==> config.mk <==
export PLATFORM = sky130hd
export DESIGN_NAME = strobe_delay_block
export DESIGN_NICKNAME = d
export VERILOG_FILES = /design/src/strobe_delay_pkg.sv /design/src/pin_sync.sv /design/src/slave_delay_line.sv /design/src/strobe_delay_block.sv
export SDC_FILE = /design/constraint.sdc
export NUM_CORES = 1
export LEC_CHECK = 0
export BUFFER_PORTS_ARGS = -buffer_cell sky130_fd_sc_hd__buf_2
export CORE_MARGIN = 8
export CORE_UTILIZATION = 40
export DETAILED_ROUTE_END_ITERATION = 12
export GPL_ROUTABILITY_DRIVEN = 1
export HOLD_SLACK_MARGIN = 0.15
export SYNTH_ARGS = -nofsm -noshare
export SYNTH_HDL_FRONTEND = slang
export SYNTH_SLANG_ARGS = --single-unit
==> constraint.sdc <==
create_clock -name aclk -period 6.1 [get_ports aclk]
set_clock_uncertainty 0.15 [all_clocks]
set_input_delay 0.61 -clock aclk [delete_from_list [all_inputs] [get_ports aclk]]
set_output_delay 0.61 -clock aclk [all_outputs]
set_load 0.05 [all_outputs]
==> src/strobe_delay_pkg.sv <==
// shared constants, types and register map of the strobe delay block
package strobe_delay_pkg;
  localparam int ADDR_W = 8;
  localparam int CODE_W = 9;
  localparam int PTR_W = 3;
  localparam int TAPS = 32;
  localparam logic [ADDR_W-1:0] CTRL_OFS = 8'h00;
  localparam logic [ADDR_W-1:0] STEP_OFS = 8'h04;
  localparam logic [ADDR_W-1:0] CODE_OFS = 8'h08;
  localparam logic [ADDR_W-1:0] STAT_OFS = 8'h0C;
  localparam int DIRECT_BIT = 0;
  localparam int RD_LOAD_BIT = 1;
  localparam int RD_DIR_BIT = 2;
  localparam int WR_LOAD_BIT = 3;
  localparam int WR_DIR_BIT = 4;
  localparam int LVL_LOAD_BIT = 5;
  localparam int LVL_DIR_BIT = 6;
  localparam int REQ_LSB = 8;
  localparam int SEL_LSB = 10;
  localparam int STEP_RD_BIT = 0;
  localparam int STEP_WR_BIT = 1;
  localparam int STEP_LVL_BIT = 2;
  localparam int ST_LOCK_BIT = 9;
  localparam int ST_BURST_BIT = 10;
  localparam logic [31:0] CTRL_MASK = 32'h0000_1F7F;
  localparam logic [31:0] CTRL_RESET = 32'h0000_002A;
  localparam logic [CODE_W-1:0] CODE_RESET = 9'h000;
  localparam logic [3:0] BURST_EDGES = 4'h4;
  localparam logic [1:0] RESP_OKAY = 2'h0;
  localparam logic [1:0] RESP_DECERR = 2'h3;
  typedef struct packed {
    logic load_n;
    logic step;
    logic dir;
  } margin_type;
  typedef enum logic [1:0] {
    DLL_WAIT = 2'b00,
    DLL_MEASURE = 2'b01,
    DLL_LOCKED = 2'b10
  } dll_state_type;
  typedef enum logic {
    WIN_IDLE = 1'b0,
    WIN_OPEN = 1'b1
  } win_state_type;
endpackage

==> src/pin_sync.sv <==
// three-stage pin synchroniser with agreement filter
`timescale 1ns/100ps
module pin_sync (
  input wire logic aclk,
  input wire logic aresetn,
  input wire logic din,
  output logic dout
);
  logic s1_ff, s2_ff, s3_ff, val_ff;
  logic nxt_val;
  // the first stage feeds only the second
  always_comb begin
    nxt_val = (s2_ff == s3_ff) ? s3_ff : val_ff;
  end
  always_ff @(posedge aclk) begin
    if (!aresetn) begin
      s1_ff <= 1'b0;
      s2_ff <= 1'b0;
      s3_ff <= 1'b0;
      val_ff <= 1'b0;
    end else begin
      s1_ff <= din;
      s2_ff <= s1_ff;
      s3_ff <= s2_ff;
      val_ff <= nxt_val;
    end
  end
  assign dout = val_ff;
endmodule

==> src/slave_delay_line.sv <==
// tapped slave delay line with margin offset
`timescale 1ns/100ps
module slave_delay_line (
  input wire logic aclk,
  input wire logic aresetn,
  input wire logic din,
  input wire logic [strobe_delay_pkg::CODE_W-1:0] base_code,
  input wire strobe_delay_pkg::margin_type margin,
  output logic dout,
  output logic limit
);
  import strobe_delay_pkg::*;
  localparam logic signed [10:0] TAP_MAX = 11'(TAPS - 1);
  logic [TAPS-1:0] line_ff, nxt_line;
  logic signed [CODE_W-1:0] off_ff, nxt_off;
  logic dout_ff, nxt_dout;
  logic signed [10:0] sum;
  logic [4:0] tap;
  logic lo_lim, hi_lim;
  always_comb begin
    sum = $signed({2'b00, base_code}) + 11'(off_ff);
    lo_lim = (sum <= 11'sd0);
    hi_lim = (sum >= TAP_MAX);
    tap = lo_lim ? 5'h00 : (hi_lim ? 5'(TAP_MAX) : sum[4:0]);
    nxt_line = {line_ff[TAPS-2:0], din};
    nxt_dout = line_ff[tap];
    nxt_off = off_ff;
    if (!margin.load_n) begin
      nxt_off = '0;
    end else if (margin.step && margin.dir && !hi_lim) begin
      nxt_off = off_ff + 9'sd1;
    end else if (margin.step && !margin.dir && !lo_lim) begin
      nxt_off = off_ff - 9'sd1;
    end
  end
  always_ff @(posedge aclk) begin
    if (!aresetn) begin
      line_ff <= '0;
      off_ff <= '0;
      dout_ff <= 1'b0;
    end else begin
      line_ff <= nxt_line;
      off_ff <= nxt_off;
      dout_ff <= nxt_dout;
    end
  end
  assign dout = dout_ff;
  assign limit = hi_lim | (lo_lim & (off_ff != '0));
endmodule

==> src/strobe_delay_block.sv <==
// strobe delay, write clock and capture fifo pointer block with axi4-lite registers
//
// Implementation choices: register access over AXI4-Lite and the register addresses.
`timescale 1ns/100ps
module strobe_delay_block (
  input wire logic aclk,
  input wire logic aresetn,
  input wire logic [strobe_delay_pkg::ADDR_W-1:0] s_axi_awaddr,
  input wire logic s_axi_awvalid,
  output logic s_axi_awready,
  input wire logic [31:0] s_axi_wdata,
  input wire logic [3:0] s_axi_wstrb,
  input wire logic s_axi_wvalid,
  output logic s_axi_wready,
  output logic [1:0] s_axi_bresp,
  output logic s_axi_bvalid,
  input wire logic s_axi_bready,
  input wire logic [strobe_delay_pkg::ADDR_W-1:0] s_axi_araddr,
  input wire logic s_axi_arvalid,
  output logic s_axi_arready,
  output logic [31:0] s_axi_rdata,
  output logic [1:0] s_axi_rresp,
  output logic s_axi_rvalid,
  input wire logic s_axi_rready,
  input wire logic strobe_in,
  input wire logic fast_edge_clock,
  output logic read_capture_strobe,
  output logic write_data_clock,
  output logic write_strobe_clock,
  output logic [strobe_delay_pkg::PTR_W-1:0] fifo_rd_pointer,
  output logic [strobe_delay_pkg::PTR_W-1:0] fifo_wr_pointer,
  output logic valid_start_flag,
  output logic burst_seen_flag,
  output logic rd_delay_count,
  output logic wr_delay_count,
  output logic [strobe_delay_pkg::CODE_W-1:0] delay_code_out
);
  import strobe_delay_pkg::*;
  logic strobe_s, edge_s, edge_prev_ff, edge_rise;
  logic rd_dout, wr_dout, lvl_dout, rd_lim, wr_lim, lvl_lim;
  margin_type rd_margin, wr_margin, lvl_margin;
  logic [CODE_W-1:0] code_used;
  // axi and register state
  logic awready_ff, nxt_awready, wready_ff, nxt_wready, bvalid_ff, nxt_bvalid;
  logic arready_ff, nxt_arready, rvalid_ff, nxt_rvalid;
  logic [1:0] bresp_ff, nxt_bresp, rresp_ff, nxt_rresp;
  logic [31:0] rdata_ff, nxt_rdata, wdata_ff, nxt_wdata, ctrl_ff, nxt_ctrl;
  logic [3:0] wstrb_ff, nxt_wstrb;
  logic [ADDR_W-1:0] awaddr_ff, nxt_awaddr;
  logic [CODE_W-1:0] code_in_ff, nxt_code_in;
  logic [2:0] step_ff, nxt_step;
  logic arm_ff, nxt_arm, burst_clr;
  // lock loop state
  dll_state_type dll_ff, nxt_dll;
  logic [CODE_W-1:0] cnt_ff, nxt_cnt, per_ff, nxt_per, period;
  // read window state
  win_state_type win_ff, nxt_win;
  logic [3:0] left_ff, nxt_left, ecnt_ff, nxt_ecnt;
  logic started_ff, nxt_started, cap_prev_ff, cap_rise;
  logic [PTR_W-1:0] wrp_ff, nxt_wrp, rdp_ff, nxt_rdp;
  logic valid_ff, nxt_valid, burst_ff, nxt_burst, burst_set;
  logic rdc_ff, wrc_ff;
  logic [CODE_W-1:0] code_o_ff;

  function automatic logic [31:0] merge(input logic [31:0] old, input logic [31:0] nw,
                                        input logic [3:0] strb);
    logic [31:0] res;
    res = old;
    for (int i = 0; i < 4; i++) begin
      if (strb[i]) begin
        res[8*i +: 8] = nw[8*i +: 8];
      end
    end
    return res;
  endfunction

  pin_sync u_sync_strobe (.aclk(aclk), .aresetn(aresetn), .din(strobe_in), .dout(strobe_s));
  pin_sync u_sync_edge (.aclk(aclk), .aresetn(aresetn), .din(fast_edge_clock), .dout(edge_s));
  assign edge_rise = edge_s & ~edge_prev_ff;

  // direct code overrides the loop code when selected
  assign code_used = ctrl_ff[DIRECT_BIT] ? code_in_ff : per_ff >> 2;
  assign rd_margin = '{load_n: ctrl_ff[RD_LOAD_BIT], step: step_ff[STEP_RD_BIT],
                       dir: ctrl_ff[RD_DIR_BIT]};
  assign wr_margin = '{load_n: ctrl_ff[WR_LOAD_BIT], step: step_ff[STEP_WR_BIT],
                       dir: ctrl_ff[WR_DIR_BIT]};
  assign lvl_margin = '{load_n: ctrl_ff[LVL_LOAD_BIT], step: step_ff[STEP_LVL_BIT],
                        dir: ctrl_ff[LVL_DIR_BIT]};

  slave_delay_line u_rd_line (.aclk(aclk), .aresetn(aresetn), .din(strobe_s),
    .base_code(code_used), .margin(rd_margin), .dout(rd_dout), .limit(rd_lim));
  slave_delay_line u_wr_line (.aclk(aclk), .aresetn(aresetn), .din(edge_s),
    .base_code(code_used), .margin(wr_margin), .dout(wr_dout), .limit(wr_lim));
  // leveling starts at zero delay and moves only by its own margin controls
  slave_delay_line u_lvl_line (.aclk(aclk), .aresetn(aresetn), .din(edge_s),
    .base_code(CODE_RESET), .margin(lvl_margin), .dout(lvl_dout), .limit(lvl_lim));

  always_comb begin
    nxt_awready = awready_ff;
    nxt_wready = wready_ff;
    nxt_bvalid = bvalid_ff;
    nxt_bresp = bresp_ff;
    nxt_arready = arready_ff;
    nxt_rvalid = rvalid_ff;
    nxt_rresp = rresp_ff;
    nxt_rdata = rdata_ff;
    nxt_awaddr = awaddr_ff;
    nxt_wdata = wdata_ff;
    nxt_wstrb = wstrb_ff;
    nxt_ctrl = ctrl_ff;
    nxt_code_in = code_in_ff;
    nxt_step = 3'h0;
    nxt_arm = 1'b0;
    burst_clr = 1'b0;
    if (s_axi_awvalid && awready_ff) begin
      nxt_awready = 1'b0;
      nxt_awaddr = s_axi_awaddr;
    end
    if (s_axi_wvalid && wready_ff) begin
      nxt_wready = 1'b0;
      nxt_wdata = s_axi_wdata;
      nxt_wstrb = s_axi_wstrb;
    end
    if (!awready_ff && !wready_ff && !bvalid_ff) begin
      nxt_bvalid = 1'b1;
      nxt_bresp = RESP_OKAY;
      unique case (awaddr_ff)
        CTRL_OFS: begin
          nxt_ctrl = merge(ctrl_ff, wdata_ff, wstrb_ff) & CTRL_MASK;
          nxt_arm = wstrb_ff[1] && (wdata_ff[REQ_LSB +: 2] != 2'h0);
        end
        STEP_OFS: nxt_step = wstrb_ff[0] ? wdata_ff[2:0] : 3'h0;
        CODE_OFS: nxt_code_in = CODE_W'(merge({23'h0, code_in_ff}, wdata_ff, wstrb_ff));
        STAT_OFS: burst_clr = wstrb_ff[1] && wdata_ff[ST_BURST_BIT];
        default: nxt_bresp = RESP_DECERR;
      endcase
    end
    if (bvalid_ff && s_axi_bready) begin
      nxt_bvalid = 1'b0;
      nxt_awready = 1'b1;
      nxt_wready = 1'b1;
    end
    if (s_axi_arvalid && arready_ff) begin
      nxt_arready = 1'b0;
      nxt_rvalid = 1'b1;
      nxt_rresp = RESP_OKAY;
      unique case (s_axi_araddr)
        CTRL_OFS: nxt_rdata = ctrl_ff;
        STEP_OFS: nxt_rdata = 32'h0000_0000;
        CODE_OFS: nxt_rdata = {23'h0, code_in_ff};
        STAT_OFS: nxt_rdata = {10'h0, started_ff, win_ff, rdp_ff, wrp_ff, lvl_lim, wrc_ff,
                               rdc_ff, burst_ff, (dll_ff == DLL_LOCKED), code_o_ff};
        default: begin
          nxt_rdata = 32'h0000_0000;
          nxt_rresp = RESP_DECERR;
        end
      endcase
    end
    if (rvalid_ff && s_axi_rready) begin
      nxt_rvalid = 1'b0;
      nxt_arready = 1'b1;
    end
  end

  // loop measures the edge clock period in system cycles and locks on two equal periods
  always_comb begin
    nxt_dll = dll_ff;
    nxt_cnt = cnt_ff + 9'h001;
    nxt_per = per_ff;
    period = cnt_ff + 9'h001;
    unique case (dll_ff)
      DLL_WAIT: if (edge_rise) begin
        nxt_dll = DLL_MEASURE;
        nxt_cnt = 9'h000;
      end
      DLL_MEASURE, DLL_LOCKED: if (edge_rise) begin
        nxt_cnt = 9'h000;
        nxt_per = period;
        nxt_dll = (period == per_ff) ? DLL_LOCKED : DLL_MEASURE;
      end
      default: nxt_dll = DLL_WAIT;
    endcase
  end

  assign cap_rise = rd_dout & ~cap_prev_ff;
  always_comb begin
    nxt_win = win_ff;
    nxt_left = left_ff;
    nxt_ecnt = ecnt_ff;
    nxt_started = started_ff;
    nxt_wrp = wrp_ff;
    nxt_rdp = rdp_ff;
    nxt_valid = 1'b0;
    burst_set = 1'b0;
    unique case (win_ff)
      WIN_IDLE: if (arm_ff) begin
        nxt_win = WIN_OPEN;
        nxt_left = {2'b00, ctrl_ff[REQ_LSB +: 2]} * BURST_EDGES;
        nxt_ecnt = 4'h0;
        nxt_started = 1'b0;
      end
      WIN_OPEN: if (cap_rise) begin
        nxt_wrp = wrp_ff + 3'h1;
        nxt_ecnt = ecnt_ff + 4'h1;
        nxt_left = left_ff - 4'h1;
        if (ecnt_ff == {1'b0, ctrl_ff[SEL_LSB +: 3]}) begin
          nxt_valid = 1'b1;
          nxt_started = 1'b1;
        end
        burst_set = (ecnt_ff == BURST_EDGES - 4'h1);
        if (left_ff == 4'h1) begin
          nxt_win = WIN_IDLE;
        end
      end
    endcase
    // drain side follows the edge clock and never passes the fill side
    if (edge_rise && started_ff && rdp_ff != wrp_ff) begin
      nxt_rdp = rdp_ff + 3'h1;
    end
    nxt_burst = burst_set | (burst_ff & ~burst_clr);
  end

  always_ff @(posedge aclk) begin
    if (!aresetn) begin
      awready_ff <= 1'b1;
      wready_ff <= 1'b1;
      bvalid_ff <= 1'b0;
      bresp_ff <= RESP_OKAY;
      arready_ff <= 1'b1;
      rvalid_ff <= 1'b0;
      rresp_ff <= RESP_OKAY;
      rdata_ff <= 32'h0000_0000;
      awaddr_ff <= '0;
      wdata_ff <= 32'h0000_0000;
      wstrb_ff <= 4'h0;
      ctrl_ff <= CTRL_RESET;
      code_in_ff <= CODE_RESET;
      step_ff <= 3'h0;
      arm_ff <= 1'b0;
      dll_ff <= DLL_WAIT;
      cnt_ff <= 9'h000;
      per_ff <= 9'h000;
      edge_prev_ff <= 1'b0;
      win_ff <= WIN_IDLE;
      left_ff <= 4'h0;
      ecnt_ff <= 4'h0;
      started_ff <= 1'b0;
      cap_prev_ff <= 1'b0;
      wrp_ff <= 3'h0;
      rdp_ff <= 3'h0;
      valid_ff <= 1'b0;
      burst_ff <= 1'b0;
      rdc_ff <= 1'b0;
      wrc_ff <= 1'b0;
      code_o_ff <= CODE_RESET;
    end else begin
      awready_ff <= nxt_awready;
      wready_ff <= nxt_wready;
      bvalid_ff <= nxt_bvalid;
      bresp_ff <= nxt_bresp;
      arready_ff <= nxt_arready;
      rvalid_ff <= nxt_rvalid;
      rresp_ff <= nxt_rresp;
      rdata_ff <= nxt_rdata;
      awaddr_ff <= nxt_awaddr;
      wdata_ff <= nxt_wdata;
      wstrb_ff <= nxt_wstrb;
      ctrl_ff <= nxt_ctrl;
      code_in_ff <= nxt_code_in;
      step_ff <= nxt_step;
      arm_ff <= nxt_arm;
      dll_ff <= nxt_dll;
      cnt_ff <= nxt_cnt;
      per_ff <= nxt_per;
      edge_prev_ff <= edge_s;
      win_ff <= nxt_win;
      left_ff <= nxt_left;
      ecnt_ff <= nxt_ecnt;
      started_ff <= nxt_started;
      cap_prev_ff <= rd_dout;
      wrp_ff <= nxt_wrp;
      rdp_ff <= nxt_rdp;
      valid_ff <= nxt_valid;
      burst_ff <= nxt_burst;
      rdc_ff <= rd_lim;
      wrc_ff <= wr_lim;
      code_o_ff <= code_used;
    end
  end

  assign s_axi_awready = awready_ff;
  assign s_axi_wready = wready_ff;
  assign s_axi_bvalid = bvalid_ff;
  assign s_axi_bresp = bresp_ff;
  assign s_axi_arready = arready_ff;
  assign s_axi_rvalid = rvalid_ff;
  assign s_axi_rresp = rresp_ff;
  assign s_axi_rdata = rdata_ff;
  assign read_capture_strobe = rd_dout;
  assign write_data_clock = wr_dout;
  assign write_strobe_clock = lvl_dout;
  assign fifo_rd_pointer = rdp_ff;
  assign fifo_wr_pointer = wrp_ff;
  assign valid_start_flag = valid_ff;
  assign burst_seen_flag = burst_ff;
  assign rd_delay_count = rdc_ff;
  assign wr_delay_count = wrc_ff;
  assign delay_code_out = code_o_ff;
endmodule

## Word-level counts from Yosys, hierarchy flattened

Cells that the tools add are included.

- $add $sub $neg: 13
- $lt $le $gt $ge: 9
- Equality and inequality tests: 20
- Bitwise operators: 15
- Muxes and demuxes: 47
- Reductions and logical operators: 66

Operators with widths:

| kind | count |
|---|---|
| $mux 9 | 9 |
| $pmux 22 s3 | 1 |
| $eq 8x4->1 const B | 4 |
| $mux 5 | 6 |
| $add 9x2->9 const B | 3 |
| $reduce_bool 9->1 | 3 |
| $sub 9x2->9 const B | 3 |
| $logic_and 1x1->1 | 23 |
| $add 10x9->11 | 2 |
| $ge 11x6->1 const B | 2 |
| $le 11x1->1 const B | 2 |
| $reduce_and 3->1 | 7 |
| $lt 5x6->1 const B | 3 |
| $eq 8x3->1 const B | 2 |
| $logic_not 8->1 | 2 |
| $mux 4 | 4 |
| $pmux 4 s2 | 2 |
| $bmux 1 s5 | 3 |
| $mux 1 | 14 |
| $reduce_and 2->1 | 7 |
| $logic_not 1->1 | 12 |
| $mux 2 | 5 |
| $add 9x1->9 const B | 1 |
| $eq 9x9->1 | 1 |
| other kinds (25) | 49 |

- Output and inout bits: 63
- Register bits: 274
- Input bits: 61

## Depth between registers and ports, before layout

Gate-level depths: netlist of the first run.

- Depth in word-level cells: 7
- Depth in mapped cells: 24

## Modules after synthesis

Synthesis of the first run repeated with hierarchy kept, for this count alone.

- Cell total of the unflattened synthesis: 1521
- Area, all modules: 13614.3 um^2

By module, submodules not included:

| module | cells each | seq. area each (um^2) | times used | area each (um^2) |
|---|---|---|---|---|
| strobe_delay_block | 605 | 2562.5 | 1 | 5581.6 |
| slave_delay_line (u_rd_line ...) | 305 | 840.8 | 2 | 2636.3 |
| slave_delay_line (u_lvl_line) | 286 | 840.8 | 1 | 2527.4 |
| pin_sync | 10 | 80.1 | 2 | 116.4 |

## Worst setup path before layout of the first run

OpenSTA, ideal clock, no wires.

- Kind: flip-flop to flip-flop
- Start point: register ctrl_ff[0]
- End point: register u_rd_line.off_ff[8]
- Stages on the path, launching flop included: 24
- Buffers on the path: 2
- Period minus slack after synthesis: 5.176 ns
- Setup slack: 0.924 ns
- Arrival: 4.956 ns
- Required time: 5.880 ns
- Cells stage by stage: dfxtp_1 -> clkbuf_1 -> mux2i_1 -> inv_1 -> ha_1 -> a211o_1 -> nor2b_2 -> o21ai_1 -> and3_2 -> and4b_4 -> buf_6 -> o31ai_2 -> nand3_2 -> ha_1 -> nor2b_1 -> o21ai_0 -> a21boi_0 -> o21ai_0 -> nand2b_1 -> a21o_1 -> a21oi_1 -> xnor2_1 -> or3_1 -> a21oi_1

- Word-level cells in the longest chain between the ends: 6
- Elaborated cells on any way between the ends: 10

Ends and longest elaborated chain:

| item | line | source |
|---|---|---|
| from (decl) | strobe_delay_block.sv:47 | `logic [31:0] rdata_ff, nxt_rdata, wdata_ff, nxt_wdata, ctrl_ff, nxt_ctrl;` |
| from (signal assigned) | strobe_delay_block.sv:268 | `ctrl_ff <= nxt_ctrl;` |
| $mux 9 (*) | strobe_delay_block.sv:82 | `assign code_used = ctrl_ff[DIRECT_BIT] ? code_in_ff : per_ff >> 2;` |
| via code_used[1] | strobe_delay_block.sv:42 | `logic [CODE_W-1:0] code_used;` |
| $add 10x9->11 (*) | slave_delay_line.sv:21 | `sum = $signed({2'b00, base_code}) + 11'(off_ff);` |
| $ge 11x6->1 or $le 11x1->1 (tied branches) | slave_delay_line.sv:23, slave_delay_line.sv:22 |  |
| $logic_not 1->1 (on tied branches) | slave_delay_line.sv:30, slave_delay_line.sv:32 |  |
| $logic_and 1x1->1 (on tied branches) | slave_delay_line.sv:30, slave_delay_line.sv:32 |  |
| $mux 9 or $reduce_bool 2->1 (tied branches) | -- |  |
| to (signal assigned) | slave_delay_line.sv:43 | `off_ff <= nxt_off;` |
| to (decl) | slave_delay_line.sv:15 | `logic signed [CODE_W-1:0] off_ff, nxt_off;` |

Mark *: on every way through the listed nets, which the timed path passes. The rest lies on a longest branch.
A chain may end at the register's enable or synchronous reset.

## Final worst setup path of the first run

Ends and elaborated chain as after synthesis.

==> results of run 1 <==
[placed cells by master (no fill, tap or decap), types with 16 or more instances in the layout]
| cell | netlist | routed |
|---|---|---|
| nand2_1 | 128 | 128 |
| nand3_1 | 36 | 36 |
| and2_1 | 104 | 104 |
| ha_1 | 52 | 52 |
| clkbuf_16 | 0 | 25 |
| buf_2 | 2 | 91 |
| a21oi_1 | 49 | 49 |
| mux2_2 | 17 | 17 |
| xor2_1 | 27 | 27 |
| o21ai_0 | 39 | 39 |
| mux2i_1 | 62 | 62 |
| nor2_1 | 89 | 89 |
| a21boi_0 | 42 | 42 |
| nor2b_1 | 41 | 41 |
| xnor2_1 | 36 | 36 |
| nor3_1 | 18 | 18 |
| dfxtp_1 | 229 | 228 |
| inv_1 | 31 | 31 |
| a22oi_1 | 16 | 16 |
[repair_timing]
item	CTS	global route
endpoints found under the hold margin	9	0
resized for setup	0	1
hold buffers	9	0
endpoints found under the setup margin	0	1
[power by group through the flow]
stage / clock (mW) / sequential, mW / combinational (mW)
after floorplan: 0 / 1.57 / 0.0861
after global placement: 0 / 1.56 / 0.123
after detailed placement: 0 / 1.56 / 0.125
after CTS: 1.66 / 1.53 / 0.129
after global routing: 1.72 / 1.53 / 0.141
final: 1.61 / 1.53 / 0.127
[cell families after synthesis]
logic type	synth area share [%]
compound gates	15.6
xor+xnor	4.73
fa+ha+maj	6.44
buf+inv	4.20
flops	39.3
mux	7.73
other cells	0.0321
simple gates	22.0
[worst reg2reg max path, delay by kind of cell, from the launching register on]
kind                     cells  cell delay, ps
buffers and inverters        1             210
flip-flops                   1             510
AND/OR/NAND/NOR              7            1480
XOR/XNOR                     1              90
adder cells (fa/ha/maj)      2             770
AO/OA/AOI/OAI                9            1860
multiplexers                 1             410
[registers in the layout (all words and copies together) (netlist names), 12 cells and up]
register,count
u_rd_line.line_ff,32
wdata_ff,13
s_axi_rdata,22
ctrl_ff,12
u_lvl_line.line_ff,32
[cell type report]
type | count | area (µm²)
clock buffer | 33 | 716
clock inverter | 11 | 170
fill | 2830 | 15400
inverter | 32 | 121
multi-input combinational | 965 | 6620
sequential | 229 | 4590
tap | 384 | 480
timing repair buffer | 111 | 628
[through the flow]
step | util (%) | power, mW | setup slack, ps | instances
2_1_floorplan | - | 1.65 | 924 | 1300
4_1_cts | 46.4 | 3.31 | 409 | 1765
6_report | 46.4 | 3.27 | 569 | 1765
3_5_place_dp | 43.0 | 1.68 | 443 | 1712
5_1_grt | 46.4 | 3.39 | 172 | 1765
3_3_place_gp | 43.0 | 1.68 | 451 | 1712
[metal layers]
metal | global-route usage, % | vias up
li1 | - | 4629
met1 | 21.2 | 4366
met2 | 26.1 | 186
met3 | 3.21 | 36
met4 | 3.08 | 0
met5 | 0 | -
[worst max path at each step]
stage | depth (start not counted) | slack [ps] | start | endpoint
4_1_cts | 21 | 410 | ctrl_ff[0] | u_rd_line.off_ff[8]
3_3_place_gp | 21 | 450 | ctrl_ff[0] | u_rd_line.off_ff[8]
5_1_grt | 21 | 170 | ctrl_ff[0] | u_rd_line.off_ff[8]
3_5_place_dp | 21 | 440 | ctrl_ff[0] | u_rd_line.off_ff[8]
6_report | 21 | 570 | ctrl_ff[0] | u_rd_line.off_ff[8]
2_1_floorplan | 23 | 920 | ctrl_ff[0] | u_rd_line.off_ff[8]
==> results.json, run 1 <==
{
  "rsz0062_at_grt": "false",
  "synthDistinctLibCells": 88,
  "wirelength_um": 28200,
  "synthCells": 1291,
  "synth_most_common_cell": "dfxtp_1",
  "grt_overflow_total": 0,
  "wl_met3_um": 1430,
  "numClockSinks": 229,
  "post_cts_buffers": 0,
  "setup-violations-final": 0,
  "core_area_mm2": 0.0287,
  "chipHeight_um": 187,
  "seq_area_frac_synth_pct": 39.3,
  "comb_power_share_pct": 3.9,
  "tightestPinTransition_ps": 1040,
  "met1_length_um": 13400,
  "holdWs_ps": 179,
  "cap_violations": 0,
  "cp-end-kind": "flop",
  "p_sw_mw": 0.722,
  "htreeDepth": 1,
  "drcViolationCount": 0,
  "dr.pass1.iters": 5,
  "numPortBuffers": 92,
  "ctsLongestPathBuffers": 3,
  "slowest_stage": "dfxtp_2",
  "rrSetupSlack_ps": 570,
  "critical-path-top-delay-family": "compound AO/OA/AOI/OAI gates",
  "synthFlopType": "dfxtp_1",
  "relSlewSlack_pct": 30.5,
  "num-nets-final": 1482,
  "r2r-start": "ctrl_ff[0]",
  "area_delta_synth_final_pct": 14.2,
  "hold_path_end": "wstrb_ff[0]",
  "yosysTopAreaCell": "dfxtp_1",
  "yosys_register_bits": 229,
  "pin_count": 124,
  "critPathLaunchType": "flop",
  "tns_ps": 0,
  "grt_pass1_wl_um": 47000,
  "p_clk_share_pct": 49.4,
  "root_buffer": "clkbuf_16",
  "detail-route-antenna-nets": 0,
  "post_drt_via_cell_ratio": 5.22,
  "ir_drop_mv": 0.219,
  "avgSynthCellArea_um2": 9.04,
  "path_max_fanout": 13,
  "synth_edf_count": 0,
  "cts_tree": "built",
  "rr_endpoint": "u_rd_line.off_ff[8]",
  "fin_crit_sh_pct": 90.7,
  "hpwl_um": 20600,
  "worstPathArrival_ps": 5860,
  "synthTopCellsByCount": "dfxtp_1, nand2_1, and2_1",
  "cts-buffers-inserted": 25,
  "power_density_mw_per_mm2": 245,
  "path_cells": "mux2i_1 > inv_1 > ha_1 > a211o_1 > nor2b_2 > o21ai_1 > and3_2 > and4b_4 > o31ai_2 > nand3_2 > ha_1 > nor2b_1 > o21ai_0 > a21boi_0 > o21ai_0 > nand2b_1 > a21o_1 > a21oi_1 > xnor2_1 > or3_1 > a21oi_1",
  "switching_share_pct": 22.1,
  "p_int_mw": 2.55,
  "dieArea_mm2": 0.0349,
  "hp-class": "input pin to flop",
  "ys_top_cells_by_area": "dfxtp_1, and2_1, ha_1",
  "vias": 9217,
  "grt_pass1_vias": 8938,
  "fp.dieW_um": 187,
  "post-route-min-period_ps": 5530,
  "drt_iter0_drc": 634,
  "diodes": 0,
  "design_area_mm2": 0.0133,
  "fmax_mhz": 181,
  "netlist_area_mm2": 0.0117,
  "synth_top_cell_area_share_pct": 39.3,
  "async_flop_share_pct": 0,
  "max_stage_delay_ps": 510,
  "dr_wl_met2_um": 12900,
  "grt_max_degree": 78,
  "ff2ff_path_depth": 21,
  "status": "finished, final reports clean",
  "top_layer_used": "met4",
  "hold_violations": 0,
  "p_leak_nw": 5.66,
  "path_buf_inv": 1,
  "clkLatencyLatePin_ps": 540,
  "min_from": "s_axi_wstrb[0]",
  "yosysWarnings": 0,
  "antenna_found_initial": 0,
  "drv_slew": 0,
  "cp.required_ps": 6430,
  "wl_per_cell_um": 16.0,
  "postPlaceCellArea_mm2": 0.0123,
  "worstSetupPathType": "flop to flop",
  "clk_pin_slew_ps": 60,
  "row_count": 62,
  "grt.total_usage_pct": 15.8,
  "gp_congestion": 0.829,
  "hold_depth": 3,
  "drive_gt1_share_pct": 14.1,
  "initial_utilization_pct": 40.6,
  "pwr-share-seq_pct": 46.7
}
Note: power is estimated with default switching activity, not from simulation.
==> run 2: changes to the inputs <==
--- a/config.mk
+++ b/config.mk
@@ -7,10 +7,11 @@
 export LEC_CHECK = 0
 export BUFFER_PORTS_ARGS = -buffer_cell sky130_fd_sc_hd__buf_2
 export CORE_MARGIN = 8
-export CORE_UTILIZATION = 40
+export CORE_UTILIZATION = 58
 export DETAILED_ROUTE_END_ITERATION = 12
 export GPL_ROUTABILITY_DRIVEN = 1
 export HOLD_SLACK_MARGIN = 0.15
+export PLACE_DENSITY = 0.79
 export SYNTH_ARGS = -nofsm -noshare
 export SYNTH_HDL_FRONTEND = slang
 export SYNTH_SLANG_ARGS = --single-unit
==> run 2 against run 1 <==
Net effect: critical path depth is the same; core utilization up 19 points; sequential cell count unchanged; combinational power is essentially flat; die area decreased by 29%; maximum frequency down 3.2%; register-to-register slack worse by 180 ps; first-iteration DRC count is 33% lower; sequential power about the same.
==> results.json, run 2 (synthesis results as in run 1) <==
{
  "grt_pass1_vias": 9212,
  "post-route-util_pct": 65.6,
  "critPathLaunchType": "flop",
  "status": "finished, final reports clean",
  "post_cts_buffers": 0,
  "vias": 9309,
  "initial_utilization_pct": 58.4,
  "hold_violations": 0,
  "chipHeight_um": 158,
  "post_drt_via_cell_ratio": 5.66,
  "wl_per_cell_um": 16.4,
  "fp.dieW_um": 158,
  "row_count": 52,
  "detail-route-antenna-nets": 0,
  "clkLatencyLatePin_ps": 510,
  "cts_tree": "built",
  "dr.pass1.iters": 5,
  "p_clk_share_pct": 49.4,
  "core_area_mm2": 0.0200,
  "worstSetupPathType": "flop to flop",
  "drt_iter0_drc": 422,
  "grt_pass1_wl_um": 44700,
  "num-nets-final": 1475,
  "cp-end-kind": "flop",
  "worstPathArrival_ps": 6010,
  "antenna_found_initial": 1,
  "path_max_fanout": 13,
  "ir_drop_mv": 0.167,
  "p_leak_nw": 5.63,
  "clk_pin_slew_ps": 60,
  "fillCellCount": 1663,
  "hp-class": "input pin to flop",
  "drcViolationCount": 0,
  "root_buffer": "clkbuf_16",
  "p_int_mw": 2.56,
  "grt_overflow_total": 0,
  "switching_share_pct": 21.4,
  "hpwl_um": 19600,
  "drive_gt1_share_pct": 14.1,
  "cp.required_ps": 6400,
  "fin_crit_sh_pct": 93.7,
  "fmax_mhz": 175,
  "post-route-min-period_ps": 5710,
  "numClockSinks": 229,
  "relSlewSlack_pct": 27.7,
  "numPortBuffers": 92,
  "pwr-share-seq_pct": 46.8,
  "setup-violations-final": 0,
  "wirelength_um": 27000,
  "dieArea_mm2": 0.0249,
  "cap_violations": 0,
  "cts-buffers-inserted": 25,
  "rsz0062_at_grt": "false",
  "pin_count": 124,
  "tightestPinTransition_ps": 1080,
  "diodes": 0,
  "power_density_mw_per_mm2": 249,
  "p_sw_mw": 0.698,
  "ctsLongestPathBuffers": 3,
  "final_common_cell": "dfxtp_1",
  "drv_slew": 0,
  "htreeDepth": 1,
  "grt.total_usage_pct": 21.8,
  "comb_power_share_pct": 3.8,
  "area_delta_synth_final_pct": 12.4,
  "grt_max_degree": 75,
  "gp_congestion": 0.857,
  "final_cell_mix": "dfxtp_1, nand2_1, and2_1, buf_2, nor2_1",
  "tns_ps": 0
}
[run 2: path summary, 6_finish.rpt]
path / start / endpoint / slack [ps] / cells after the start
setup / recovery: ctrl_ff[0] / u_rd_line.off_ff[8] / 390 / 21
hold / removal: fast_edge_clock / u_sync_edge.s1_ff / 170 / 2
hold reg to reg: u_sync_edge.s1_ff / u_sync_edge.s2_ff / 290 / 1
setup reg to reg: ctrl_ff[0] / u_rd_line.off_ff[8] / 390 / 21
[run 2: worst max-delay path, cell delays in order, from the launching register on]
cell and delay [ps]:
dfxtp_2 500, mux2i_1 440, inv_1 210, ha_1 350
a211o_1 310, nor2b_2 170, o21ai_1 230, and3_2 220
and4b_4 230, o31ai_2 320, nand3_2 300, ha_1 430
nor2b_1 150, o21ai_0 250, a21boi_0 180, o21ai_0 200
nand2b_1 110, a21o_1 180, a21oi_1 180, xnor2_1 100
or3_1 310, a21oi_1 140
[run 2: cell type report]
class	instances	area, µm²	share of cell area, %
clock buffer	33	696	5.31
clock inverter	12	189	1.44
inverter	32	121	0.926
multi-input combinational	965	6620	50.5
sequential	229	4590	35.0
tap	270	338	2.58
timing repair buffer	104	558	4.26
[run 2: routing by layer]
| metal | global-route usage (%) | up-vias | share of wire, % |
|---|---|---|---|
| met3 | 4.67 | 56 | 6.3 |
| li1 | - | 4606 | - |
| met5 | 0 | - | 0.048 |
| met1 | 27.1 | 4403 | 45 |
| met2 | 37.0 | 242 | 47 |
| met4 | 6.94 | 2 | 2.5 |
[run 2: through the flow]
stage / cell area (µm²) / std cells / hold WS, ps / power [mW] / worst slack, ps
3_5_place_dp: 12200 / 1598 / 283 / 1.68 / 346
5_1_grt: 13100 / 1645 / 162 / 3.36 / 92.2
6_report: 13100 / 1645 / 166 / 3.26 / 386
2_1_floorplan: 11700 / 1300 / 262 / 1.65 / 924
4_1_cts: 13100 / 1645 / 154 / 3.28 / 214
3_3_place_gp: 12200 / 1598 / 267 / 1.68 / 546
[run 2: power groups by stage]
stage / Combinational, mW / Sequential, mW / Clock [mW]
floorplan: 0.0861 / 1.57 / 0
detailed placement: 0.123 / 1.56 / 0
CTS: 0.124 / 1.53 / 1.63
finish: 0.124 / 1.53 / 1.61
global route: 0.135 / 1.53 / 1.70
global placement: 0.121 / 1.56 / 0
[run 2: what timing repair did]
| action | 4_1_cts | 5_1_grt |
|---|---|---|
| setup endpoints to repair | 0 | 3 |
| gates resized for setup | 0 | 2 |
| hold buffers | 2 | 0 |
| hold endpoints to repair | 2 | 0 |
